===== config.mk =====
export PLATFORM = sky130hd
export DESIGN_NAME = backup_mode_output_gating
export DESIGN_NICKNAME = d
export VERILOG_FILES = /design/src/design/backup_gate_pkg.sv /design/src/design/backup_mode_output_gating.sv
export VERILOG_INCLUDE_DIRS = /design/src /design/src/design
export SDC_FILE = /design/constraint.sdc
export NUM_CORES = 1
export LEC_CHECK = 0
export CORE_ASPECT_RATIO = 0.7
export CORE_MARGIN = 2
export CORE_UTILIZATION = 55
export CTS_BUF_LIST = sky130_fd_sc_hd__clkbuf_4 sky130_fd_sc_hd__clkbuf_8
export CTS_CLUSTER_DIAMETER = 200
export DETAILED_ROUTE_END_ITERATION = 8
export DONT_BUFFER_PORTS = 1
export PLACE_DENSITY_LB_ADDON = 0.1
export SLEW_MARGIN = 15
export SYNTH_ARGS = -nofsm -noshare
export SYNTH_HDL_FRONTEND = slang
export SYNTH_SLANG_ARGS = --single-unit

===== constraint.sdc =====
create_clock -name clk -period 4.3 [get_ports clk]
set_input_delay 0.86 -clock clk [delete_from_list [all_inputs] [get_ports clk]]
set_output_delay 0.86 -clock clk [all_outputs]
set_load 0.02 [all_outputs]

===== src/design/backup_gate_consts.svh =====
// Offsets, field positions, reset values and timing counts for the backup gating block.
// Assumes a 200 MHz system clock and a 32-bit AXI4-Lite register bus.
`ifndef BACKUP_GATE_CONSTS_SVH
`define BACKUP_GATE_CONSTS_SVH

// Register byte offsets.
`define OFS_CTRL          4'h0
`define OFS_STATUS        4'h4
`define OFS_WDCOUNT       4'h8

// Control register fields and reset value.
`define CTRL_WD_EN_BIT    0
`define CTRL_RESET        1'h0

// AXI response codes.
`define RESP_OKAY         2'h0
`define RESP_SLVERR       2'h2

// Clock period and internal timing tick (10.24 kHz nominal oscillator).
`define CLK_PERIOD_PS     5000
`define INT_TICK_PS       97656250
`define INT_TICK_CYCLES   ((`INT_TICK_PS) / (`CLK_PERIOD_PS))

// Watchdog timeout in ticks of the selected timing source.
`define WD_TIMEOUT_TICKS  1024

`endif


===== src/design/backup_gate_pkg.sv =====
// Types shared by the backup gating block and its bench.
// Assumes nothing beyond the consts header for numeric values.
package backup_gate_pkg;

    // Observable status bits, as gathered into the status register.
    typedef struct packed {
        logic watchdogExpiredN;
        logic earlyFailWarnN;
        logic lowSupplyN;
        logic backupIndicator;
    } status_t;

    // Backup mode tracker states.
    typedef enum logic {
        MODE_NORMAL,
        MODE_BACKUP
    } mode_t;

endpackage : backup_gate_pkg


===== src/design/backup_mode_output_gating.sv =====
// Output forcing and memory select gating of a supply supervisor, with an AXI4-Lite
// register slave. Assumes all comparator and pin inputs are synchronous to clk.
//
// Function
// - Backup mode forces all pin outputs to fixed levels.
// - Backup mode ignores early fail sense input.
// - Backup mode ignores watchdog kick input.
// - Backup mode ignores memory select request.
// - Valid supply passes memory select request through.
// - Low supply forces memory select high.
// - Warning low while sense below reference.
// - Warning follows raw compare, no hysteresis.
// - Enter backup at lower switchover margin.
// - Leave backup at upper switchover margin.
// - Low supply flag follows reset threshold.
`timescale 1ns/1ps
`include "backup_gate_consts.svh"

module backup_mode_output_gating
    import backup_gate_pkg::*;
#(
    parameter int unsigned INT_TICK_CYCLES = `INT_TICK_CYCLES,
    parameter int unsigned TIMEOUT_TICKS   = `WD_TIMEOUT_TICKS
) (
    input  wire logic        clk,
    input  wire logic        nrst,
    // Comparator results.
    input  wire logic        supplyBelowReset,
    input  wire logic        supplyBelowBatt,
    input  wire logic        supplyAboveLowerMargin,
    input  wire logic        supplyAboveUpperMargin,
    input  wire logic        earlyFailSenseLow,
    // Processor side pins.
    input  wire logic        watchdogKickIn,
    input  wire logic        timingA,
    input  wire logic        timingSourceSel,
    input  wire logic        memSelectReqN,
    output logic             memSelectOutN,
    output logic             backupIndicator,
    output logic             earlyFailWarnN,
    output logic             resetOutN,
    output logic             resetOut,
    output logic             lowSupplyN,
    output logic             watchdogExpiredN,
    // AXI4-Lite slave.
    input  wire logic [3:0]  s_axi_awaddr,
    input  wire logic        s_axi_awvalid,
    output logic             s_axi_awready,
    input  wire logic [31:0] s_axi_wdata,
    input  wire logic [3:0]  s_axi_wstrb,
    input  wire logic        s_axi_wvalid,
    output logic             s_axi_wready,
    output logic [1:0]       s_axi_bresp,
    output logic             s_axi_bvalid,
    input  wire logic        s_axi_bready,
    input  wire logic [3:0]  s_axi_araddr,
    input  wire logic        s_axi_arvalid,
    output logic             s_axi_arready,
    output logic [31:0]      s_axi_rdata,
    output logic [1:0]       s_axi_rresp,
    output logic             s_axi_rvalid,
    input  wire logic        s_axi_rready
);

    // Mapped-address check, shared by the read and write paths.
    function automatic logic isMapped(input logic [3:0] addr);
        isMapped = (addr == `OFS_CTRL) || (addr == `OFS_STATUS) || (addr == `OFS_WDCOUNT);
    endfunction : isMapped

    mode_t       mode_r, mode_nxt;
    logic        inBackup;
    logic        supplyInvalid;
    status_t     status;

    // Backup mode tracker. The two margins give the switchover its hysteresis, so a
    // supply hovering near the battery level does not chatter between modes.
    always_comb begin
        mode_nxt = mode_r;
        case (mode_r)
            MODE_NORMAL: begin
                if (!supplyAboveLowerMargin) begin
                    mode_nxt = MODE_BACKUP;
                end
            end
            MODE_BACKUP: begin
                if (supplyAboveUpperMargin) begin
                    mode_nxt = MODE_NORMAL;
                end
            end
            default: mode_nxt = MODE_NORMAL;
        endcase
    end

    always_ff @(posedge clk or negedge nrst) begin
        if (!nrst) begin
            mode_r <= MODE_NORMAL;
        end else begin
            mode_r <= mode_nxt;
        end
    end

    assign inBackup      = (mode_r == MODE_BACKUP);
    assign supplyInvalid = supplyBelowReset | supplyBelowBatt | inBackup;

    // Memory select gating has no register in the path, so the request reaches the
    // memory with only gate delay; the forcing term is the only other input.
    assign memSelectOutN = memSelectReqN | supplyInvalid;

    // Pin outputs. Backup forcing is tested first so nothing normal can override it.
    always_comb begin
        if (inBackup) begin
            backupIndicator = 1'b1;
            earlyFailWarnN  = 1'b0;
            resetOutN       = 1'b0;
            lowSupplyN      = 1'b0;
        end else begin
            backupIndicator = 1'b0;
            earlyFailWarnN  = ~earlyFailSenseLow;
            resetOutN       = ~supplyBelowReset;
            lowSupplyN      = ~supplyBelowReset;
        end
        resetOut = ~resetOutN;
    end

    // Watchdog. Inputs are sampled once to find edges of the kick and the external
    // timing clock; in backup or with the supply low the timer is frozen and cleared.
    logic        kickPrev_r, kickPrev_nxt;
    logic        timingPrev_r, timingPrev_nxt;
    logic [31:0] divCount_r, divCount_nxt;
    logic [31:0] wdCount_r, wdCount_nxt;
    logic        wdExpired_r, wdExpired_nxt;
    logic        ctrlWdEn_r, ctrlWdEn_nxt;
    logic        tick;
    logic        timerRun;

    assign timerRun = ctrlWdEn_r & ~supplyInvalid;

    always_comb begin
        kickPrev_nxt   = kickPrev_r;
        timingPrev_nxt = timingPrev_r;
        divCount_nxt   = divCount_r;
        wdCount_nxt    = wdCount_r;
        wdExpired_nxt  = wdExpired_r;
        tick           = 1'b0;
        if (!timerRun) begin
            divCount_nxt  = '0;
            wdCount_nxt   = '0;
            wdExpired_nxt = 1'b0;
        end else begin
            kickPrev_nxt   = watchdogKickIn;
            timingPrev_nxt = timingA;
            if (timingSourceSel) begin
                if (divCount_r >= INT_TICK_CYCLES - 1) begin
                    divCount_nxt = '0;
                    tick         = 1'b1;
                end else begin
                    divCount_nxt = divCount_r + 32'h1;
                end
            end else begin
                tick = timingA & ~timingPrev_r;
            end
            if (watchdogKickIn != kickPrev_r) begin
                wdCount_nxt   = '0;
                wdExpired_nxt = 1'b0;
            end else if (tick && !wdExpired_r) begin
                if (wdCount_r >= TIMEOUT_TICKS - 1) begin
                    wdExpired_nxt = 1'b1;
                end else begin
                    wdCount_nxt = wdCount_r + 32'h1;
                end
            end
        end
    end

    always_ff @(posedge clk or negedge nrst) begin
        if (!nrst) begin
            kickPrev_r   <= 1'b0;
            timingPrev_r <= 1'b0;
            divCount_r   <= 32'h0;
            wdCount_r    <= 32'h0;
            wdExpired_r  <= 1'b0;
        end else begin
            kickPrev_r   <= kickPrev_nxt;
            timingPrev_r <= timingPrev_nxt;
            divCount_r   <= divCount_nxt;
            wdCount_r    <= wdCount_nxt;
            wdExpired_r  <= wdExpired_nxt;
        end
    end

    assign watchdogExpiredN = inBackup | ~wdExpired_r;

    assign status = '{watchdogExpiredN: watchdogExpiredN, earlyFailWarnN: earlyFailWarnN,
                      lowSupplyN: lowSupplyN, backupIndicator: backupIndicator};

    // AXI4-Lite slave. Address and data are held separately until both are present,
    // then the write lands and the response is raised on the following edge.
    logic        awHeld_r, awHeld_nxt;
    logic        wHeld_r, wHeld_nxt;
    logic [3:0]  awAddr_r, awAddr_nxt;
    logic [31:0] wData_r, wData_nxt;
    logic        wStrb0_r, wStrb0_nxt;
    logic        bValid_r, bValid_nxt;
    logic [1:0]  bResp_r, bResp_nxt;
    logic        rValid_r, rValid_nxt;
    logic [31:0] rData_r, rData_nxt;
    logic [1:0]  rResp_r, rResp_nxt;

    assign s_axi_awready = ~awHeld_r & ~bValid_r;
    assign s_axi_wready  = ~wHeld_r & ~bValid_r;
    assign s_axi_arready = ~rValid_r;
    assign s_axi_bvalid  = bValid_r;
    assign s_axi_bresp   = bResp_r;
    assign s_axi_rvalid  = rValid_r;
    assign s_axi_rdata   = rData_r;
    assign s_axi_rresp   = rResp_r;

    always_comb begin
        awHeld_nxt   = awHeld_r;
        wHeld_nxt    = wHeld_r;
        awAddr_nxt   = awAddr_r;
        wData_nxt    = wData_r;
        wStrb0_nxt   = wStrb0_r;
        bValid_nxt   = bValid_r;
        bResp_nxt    = bResp_r;
        rValid_nxt   = rValid_r;
        rData_nxt    = rData_r;
        rResp_nxt    = rResp_r;
        ctrlWdEn_nxt = ctrlWdEn_r;
        if (s_axi_awvalid && s_axi_awready) begin
            awHeld_nxt = 1'b1;
            awAddr_nxt = s_axi_awaddr;
        end
        if (s_axi_wvalid && s_axi_wready) begin
            wHeld_nxt  = 1'b1;
            wData_nxt  = s_axi_wdata;
            wStrb0_nxt = s_axi_wstrb[0];
        end
        if (awHeld_r && wHeld_r && !bValid_r) begin
            awHeld_nxt = 1'b0;
            wHeld_nxt  = 1'b0;
            bValid_nxt = 1'b1;
            bResp_nxt  = isMapped(awAddr_r) ? `RESP_OKAY : `RESP_SLVERR;
            if (awAddr_r == `OFS_CTRL && wStrb0_r) begin
                ctrlWdEn_nxt = wData_r[`CTRL_WD_EN_BIT];
            end
        end
        if (bValid_r && s_axi_bready) begin
            bValid_nxt = 1'b0;
        end
        if (s_axi_arvalid && s_axi_arready) begin
            rValid_nxt = 1'b1;
            rResp_nxt  = isMapped(s_axi_araddr) ? `RESP_OKAY : `RESP_SLVERR;
            case (s_axi_araddr)
                `OFS_CTRL:    rData_nxt = {31'h0, ctrlWdEn_r};
                `OFS_STATUS:  rData_nxt = {27'h0, wdExpired_r, status};
                `OFS_WDCOUNT: rData_nxt = wdCount_r;
                default:      rData_nxt = 32'h0;
            endcase
        end else if (rValid_r && s_axi_rready) begin
            rValid_nxt = 1'b0;
        end
    end

    always_ff @(posedge clk or negedge nrst) begin
        if (!nrst) begin
            awHeld_r   <= 1'b0;
            wHeld_r    <= 1'b0;
            awAddr_r   <= 4'h0;
            wData_r    <= 32'h0;
            wStrb0_r   <= 1'b0;
            bValid_r   <= 1'b0;
            bResp_r    <= 2'h0;
            rValid_r   <= 1'b0;
            rData_r    <= 32'h0;
            rResp_r    <= 2'h0;
            ctrlWdEn_r <= `CTRL_RESET;
        end else begin
            awHeld_r   <= awHeld_nxt;
            wHeld_r    <= wHeld_nxt;
            awAddr_r   <= awAddr_nxt;
            wData_r    <= wData_nxt;
            wStrb0_r   <= wStrb0_nxt;
            bValid_r   <= bValid_nxt;
            bResp_r    <= bResp_nxt;
            rValid_r   <= rValid_nxt;
            rData_r    <= rData_nxt;
            rResp_r    <= rResp_nxt;
            ctrlWdEn_r <= ctrlWdEn_nxt;
        end
    end

endmodule : backup_mode_output_gating


# ---- Yosys cells after proc, flatten, opt, wreduce, memory -nomap -nowiden
# Cells that the tools add are included.
dict set report word_totals {
  register_bits 115
  in_bits 60
  output_inout_bits 48
  wordCells 104
}
dict set report classes {
  n_bitwise 19
  muxes 31
  add_sub_neg 2
  n_reduce_logical 24
  n_eq_ne 9
  n_lt_le_gt_ge 2
}
# cell n
set op_table {}
lappend op_table {{$mux W32} 7}
lappend op_table {{$pmux W32 S3} 1}
lappend op_table {{$add A32 B1 Y32 const B} 2}
lappend op_table {{$ge A32 B10 Y1 const B} 1}
lappend op_table {{$ge A32 B15 Y1 const B} 1}
lappend op_table {{$mux W1} 20}
lappend op_table {{$not A1 Y1} 11}
lappend op_table {{$logic_and A1 B1 Y1} 9}
lappend op_table {{$eq A4 B3 Y1 const B} 2}
lappend op_table {{$eq A4 B4 Y1 const B} 2}
lappend op_table {{$logic_not A4 Y1} 2}
lappend op_table {{$reduce_bool A2 Y1} 4}
lappend op_table {{$ne A3 B1 Y1 const B} 2}
lappend op_table {{$reduce_and A2 Y1} 3}
lappend op_table {{$and A1 B1 Y1} 4}
lappend op_table {{$logic_or A1 B1 Y1} 4}
lappend op_table {{$mux W2} 2}
lappend op_table {{$or A1 B1 Y1} 4}
lappend op_table {{$ne A3 B3 Y1 const B} 1}
lappend op_table {{$logic_not A1 Y1} 2}
lappend op_table {{$ne A2 B2 Y1 const B} 1}
lappend op_table {{$pmux W1 S2} 1}
lappend op_table {{$ne A1 B1 Y1} 1}

# ---- Logic depth before layout (Yosys ltp)
dict set report depth {
  ltp_word 9
  mapped_depth 9
  depth_no_buf 7
}

# ---- Least setup slack after synthesis
# No wires, ideal clock.
dict set report synth_path {
  kind {input to output}
  startpoint {input supplyBelowReset}
  endpoint {output resetOutN}
  setup_slack_ns 1.977
  arrival_time_ns 1.463
  path_stages 2
  path_buffers 1
  required_ns 3.440
  cell_sequence {nor2_1 > buf_4}
}
dict set report synth_between {
  elab_chain_len 2
}
# element line
set synth_lines {}
lappend synth_lines {{start: declaration} backup_mode_output_gating.sv:28} ;# input wire logic supplyBelowReset,
lappend synth_lines {{$not A1 Y1} backup_mode_output_gating.sv:119} ;# resetOutN = ~supplyBelowReset;
lappend synth_lines {{$mux W1} backup_mode_output_gating.sv:111} ;# if (inBackup) begin
lappend synth_lines {{end: declaration} backup_mode_output_gating.sv:41} ;# output logic resetOutN,
# No other way between the ends.

# ---- Worst setup path after layout
dict set report layout_path {
  startpoint {register mode_r (netlist: inBackup)}
  endpoint {output resetOut}
}
dict set report layout_between {
  elab_chain_len 2
}
# element line
set layout_lines {}
lappend layout_lines {{start: declaration} backup_mode_output_gating.sv:70} ;# mode_t mode_r, mode_nxt;
lappend layout_lines {{start signal: assignment} backup_mode_output_gating.sv:98} ;# mode_r <= mode_nxt;
lappend layout_lines {{$mux W1} n/a}
lappend layout_lines {{named net lowSupplyN} backup_mode_output_gating.sv:43} ;# output logic lowSupplyN,
lappend layout_lines {{$not A1 Y1} backup_mode_output_gating.sv:122} ;# resetOut = ~resetOutN;
lappend layout_lines {{end: declaration} backup_mode_output_gating.sv:42} ;# output logic resetOut,
# The timed path passes the listed nets, and every way through them passes these cells.

==> results.cfg <==
[pwr]
p_switching_uw = 648
power_frac_seq_pct = 50.7
p_leak_uw = 0.00236
p_clk_share_pct = 41.1
power_frac_comb_pct = 8.2
p_int_uw = 1730
peakVddDrop_mv = 0.354
p_per_area_nw_per_um2 = 442
swShare_pct = 27.3

[worst_setup_path]
reg2reg_from = inBackup$_DFF_PN0_
worstSetupEndpointType = primary output
criticalPathCategory = reg2out
r2r-end = divCount_r[24]$_DFFE_PN0P_
required_ns = 3.44
cp_max_fo = 7
reg2regPathDepth = 6
crit_path_start_kind = register
reg2reg_setup_slack_ns = 1.76
cp_data_arrival_time_ns = 2.01

[timing]
fin_skew_ns = 0.0111
final.setup.tns_ns = 0
hold_violations = 0
slew_headroom_pct = 41.3
rsz0062_at_grt = false
worstMarginPinSlew_ns = 0.878
fmax_mhz = 348
setup_viol = 0
layout_setup_ws_ns = 1.43
report.final.slew_viol_count = 0
min_period_ns = 2.87
finalCritPeriodShare_pct = 66.8

[grt]
use_met3_pct = 6.93
busiest_layer = met1
grt_use_met2_pct = 29.6
grt_pass1_vias = 3247
antenna_found_initial = 0
grt_pass1_wl_um = 16500
grt_util_met1_pct = 33.3
overflow = 0
grt_max_degree = 114
grt.total_usage_pct = 21.9

[synthesis]
synth_seq_cells = 113
postSynthCellCount = 441
yosysMostFrequentCell = dfrtp_1
yosys.area.top_type = dfrtp_1
syn_avg_cell_area_sq_um = 11.1
synth_ff_type = dfrtp_1
synthesis.area_sq_um = 4900
yosysSeqAreaShare_pct = 57.7
yosysWarnings = 0
yosysTopAreaCellShare_pct = 57.7
ys_top_cells_by_area = dfrtp_1, a22o_1, and2_1
async_flop_share_pct = 100
synth_common_cells = dfrtp_1, nor2_1, and2_1
synth_edf_count = 0
yosysUniqueCellTypes = 55

[floorplanning]
dieWidth_um = 117
num_io_pins = 108
rows = 28
core_area_sq_um = 8550
die_h_um = 83.0
die_area_sq_um = 9700
start_util_pct = 57.3

[placement]
place_ws_ns = 1.58
io_buffers = 0
hpwl_um = 6790
place_congestion = 0.807

[drt]
drtPass1Iterations = 6
avgRoutedWirePerCell_um = 17.6
vias = 3404
viasPerCell = 5.91
drtIter0Drc = 222
wl_um = 10100
route.detailed.drc = 0
detail-route-antenna-nets = 0

[cts]
max-clock-path-buffers = 2
cts_buffers = 17
clkLatencyLatePin_ns = 0.43
cts_root_buf = clkbuf_8
cts-resized-gates = 0
post_cts_buffers = 0
clk_pin_slew_ns = 0.07
ctsHtreeMaxLevel = 4
cts_sinks = 113
hold_buffers = 0
cts_tree = done

[layout]
syn_to_final_growth_pct = 9.70
antennaDiodeCount = 0
layout-drive-gt1-share_pct = 12.9
fill_cells = 705
nNetsFinal = 506

[status]
outcome = completed

[hold_path]
min_path_type = in2async

[job]
drv_cap = 0
[logic make-up after synthesis]
group                    after synthesis  synth area share, %
AND/OR/NAND/NOR                      171                 19.4
flip-flops                           113                 57.7
AO/OA/AOI/OAI                         96                 14.3
buffers and inverters                 34                 3.11
multiplexers                          13                 2.86
XOR/XNOR                              10                 1.79
adder cells (fa/ha/maj)                3                0.766
other                                  1               0.0765
[power by group through the flow]
stage / Sequential, uW / Clock (uW) / Combinational [uW]
global route: 1210 / 1050 / 218
floorplan: 1210 / 0 / 171
detailed placement: 1220 / 0 / 196
CTS: 1200 / 997 / 196
finish: 1200 / 976 / 195
global placement: 1220 / 0 / 187
[cell usage in the layout (no fill, tap or decap), types with 4 or more instances in the layout]
cell	n
and3_1	9
dfrtp_1	113
nor4_2	4
nor4_1	9
a21oi_1	19
clkinvlp_4	5
and2_1	30
clkbuf_8	17
inv_1	14
nand3_1	21
mux2i_1	5
nor2_1	39
nand2_1	23
nor3_1	4
a31oi_1	5
a22oi_1	4
o21ai_0	20
mux2_2	8
nand4_1	9
xnor2_1	8
or4_1	5
a22o_1	26
[metal layers]
layer / share of wire (%) / up-vias
met5: 0 / -
met3: 7.3 / 14
li1: - / 1600
met2: 42 / 108
met4: 1.3 / 0
met1: 49 / 1682
[area by class of cell]
type / instances / area (sq um) / share of cell area, %
Sequential cell: 113 / 2830 / 52.6
Tap cell: 120 / 150 / 2.79
Clock buffer: 17 / 234 / 4.35
Timing Repair Buffer: 2 / 15.0 / 0.279
Multi-Input combinational cell: 295 / 1940 / 36.0
Inverter: 14 / 52.6 / 0.977
Clock inverter: 15 / 160 / 2.98
[sequential cells by signal, summed over array words and instances, names as in the netlist, 4 cells and up]
signal       flops
awAddr_r         4
divCount_r      32
s_axi_rdata     32
wdCount_r       32
[critical path: stages, from the launching register on]
cell	delay (ns)
dfrtp_1	0.55
nor2_1	0.75
inv_1	0.28
[worst max path at each step]
stage / startpoint / to
after CTS: inBackup$_DFF_PN0_ / resetOut
after detailed placement: supplyBelowReset / divCount_r[24]$_DFFE_PN0P_
final: inBackup$_DFF_PN0_ / resetOut
after floorplan: supplyBelowReset / resetOutN
after global placement: supplyBelowReset / divCount_r[24]$_DFFE_PN0P_
after global routing: inBackup$_DFF_PN0_ / resetOut
[per-stage QoR]
step	hold slack (ns)	cell area [sq um]	utilization [%]	cells	power, uW
finish	0.121	5380	62.9	576	2380
global route	0.0939	5380	62.9	576	2480
CTS	0.0944	5380	62.9	576	2400
detailed placement	0.468	4980	58.3	544	1420
global placement	0.462	4980	58.3	544	1410
floorplan	0.444	4910	-	442	1380
Note: power is estimated with default switching activity, not from simulation.
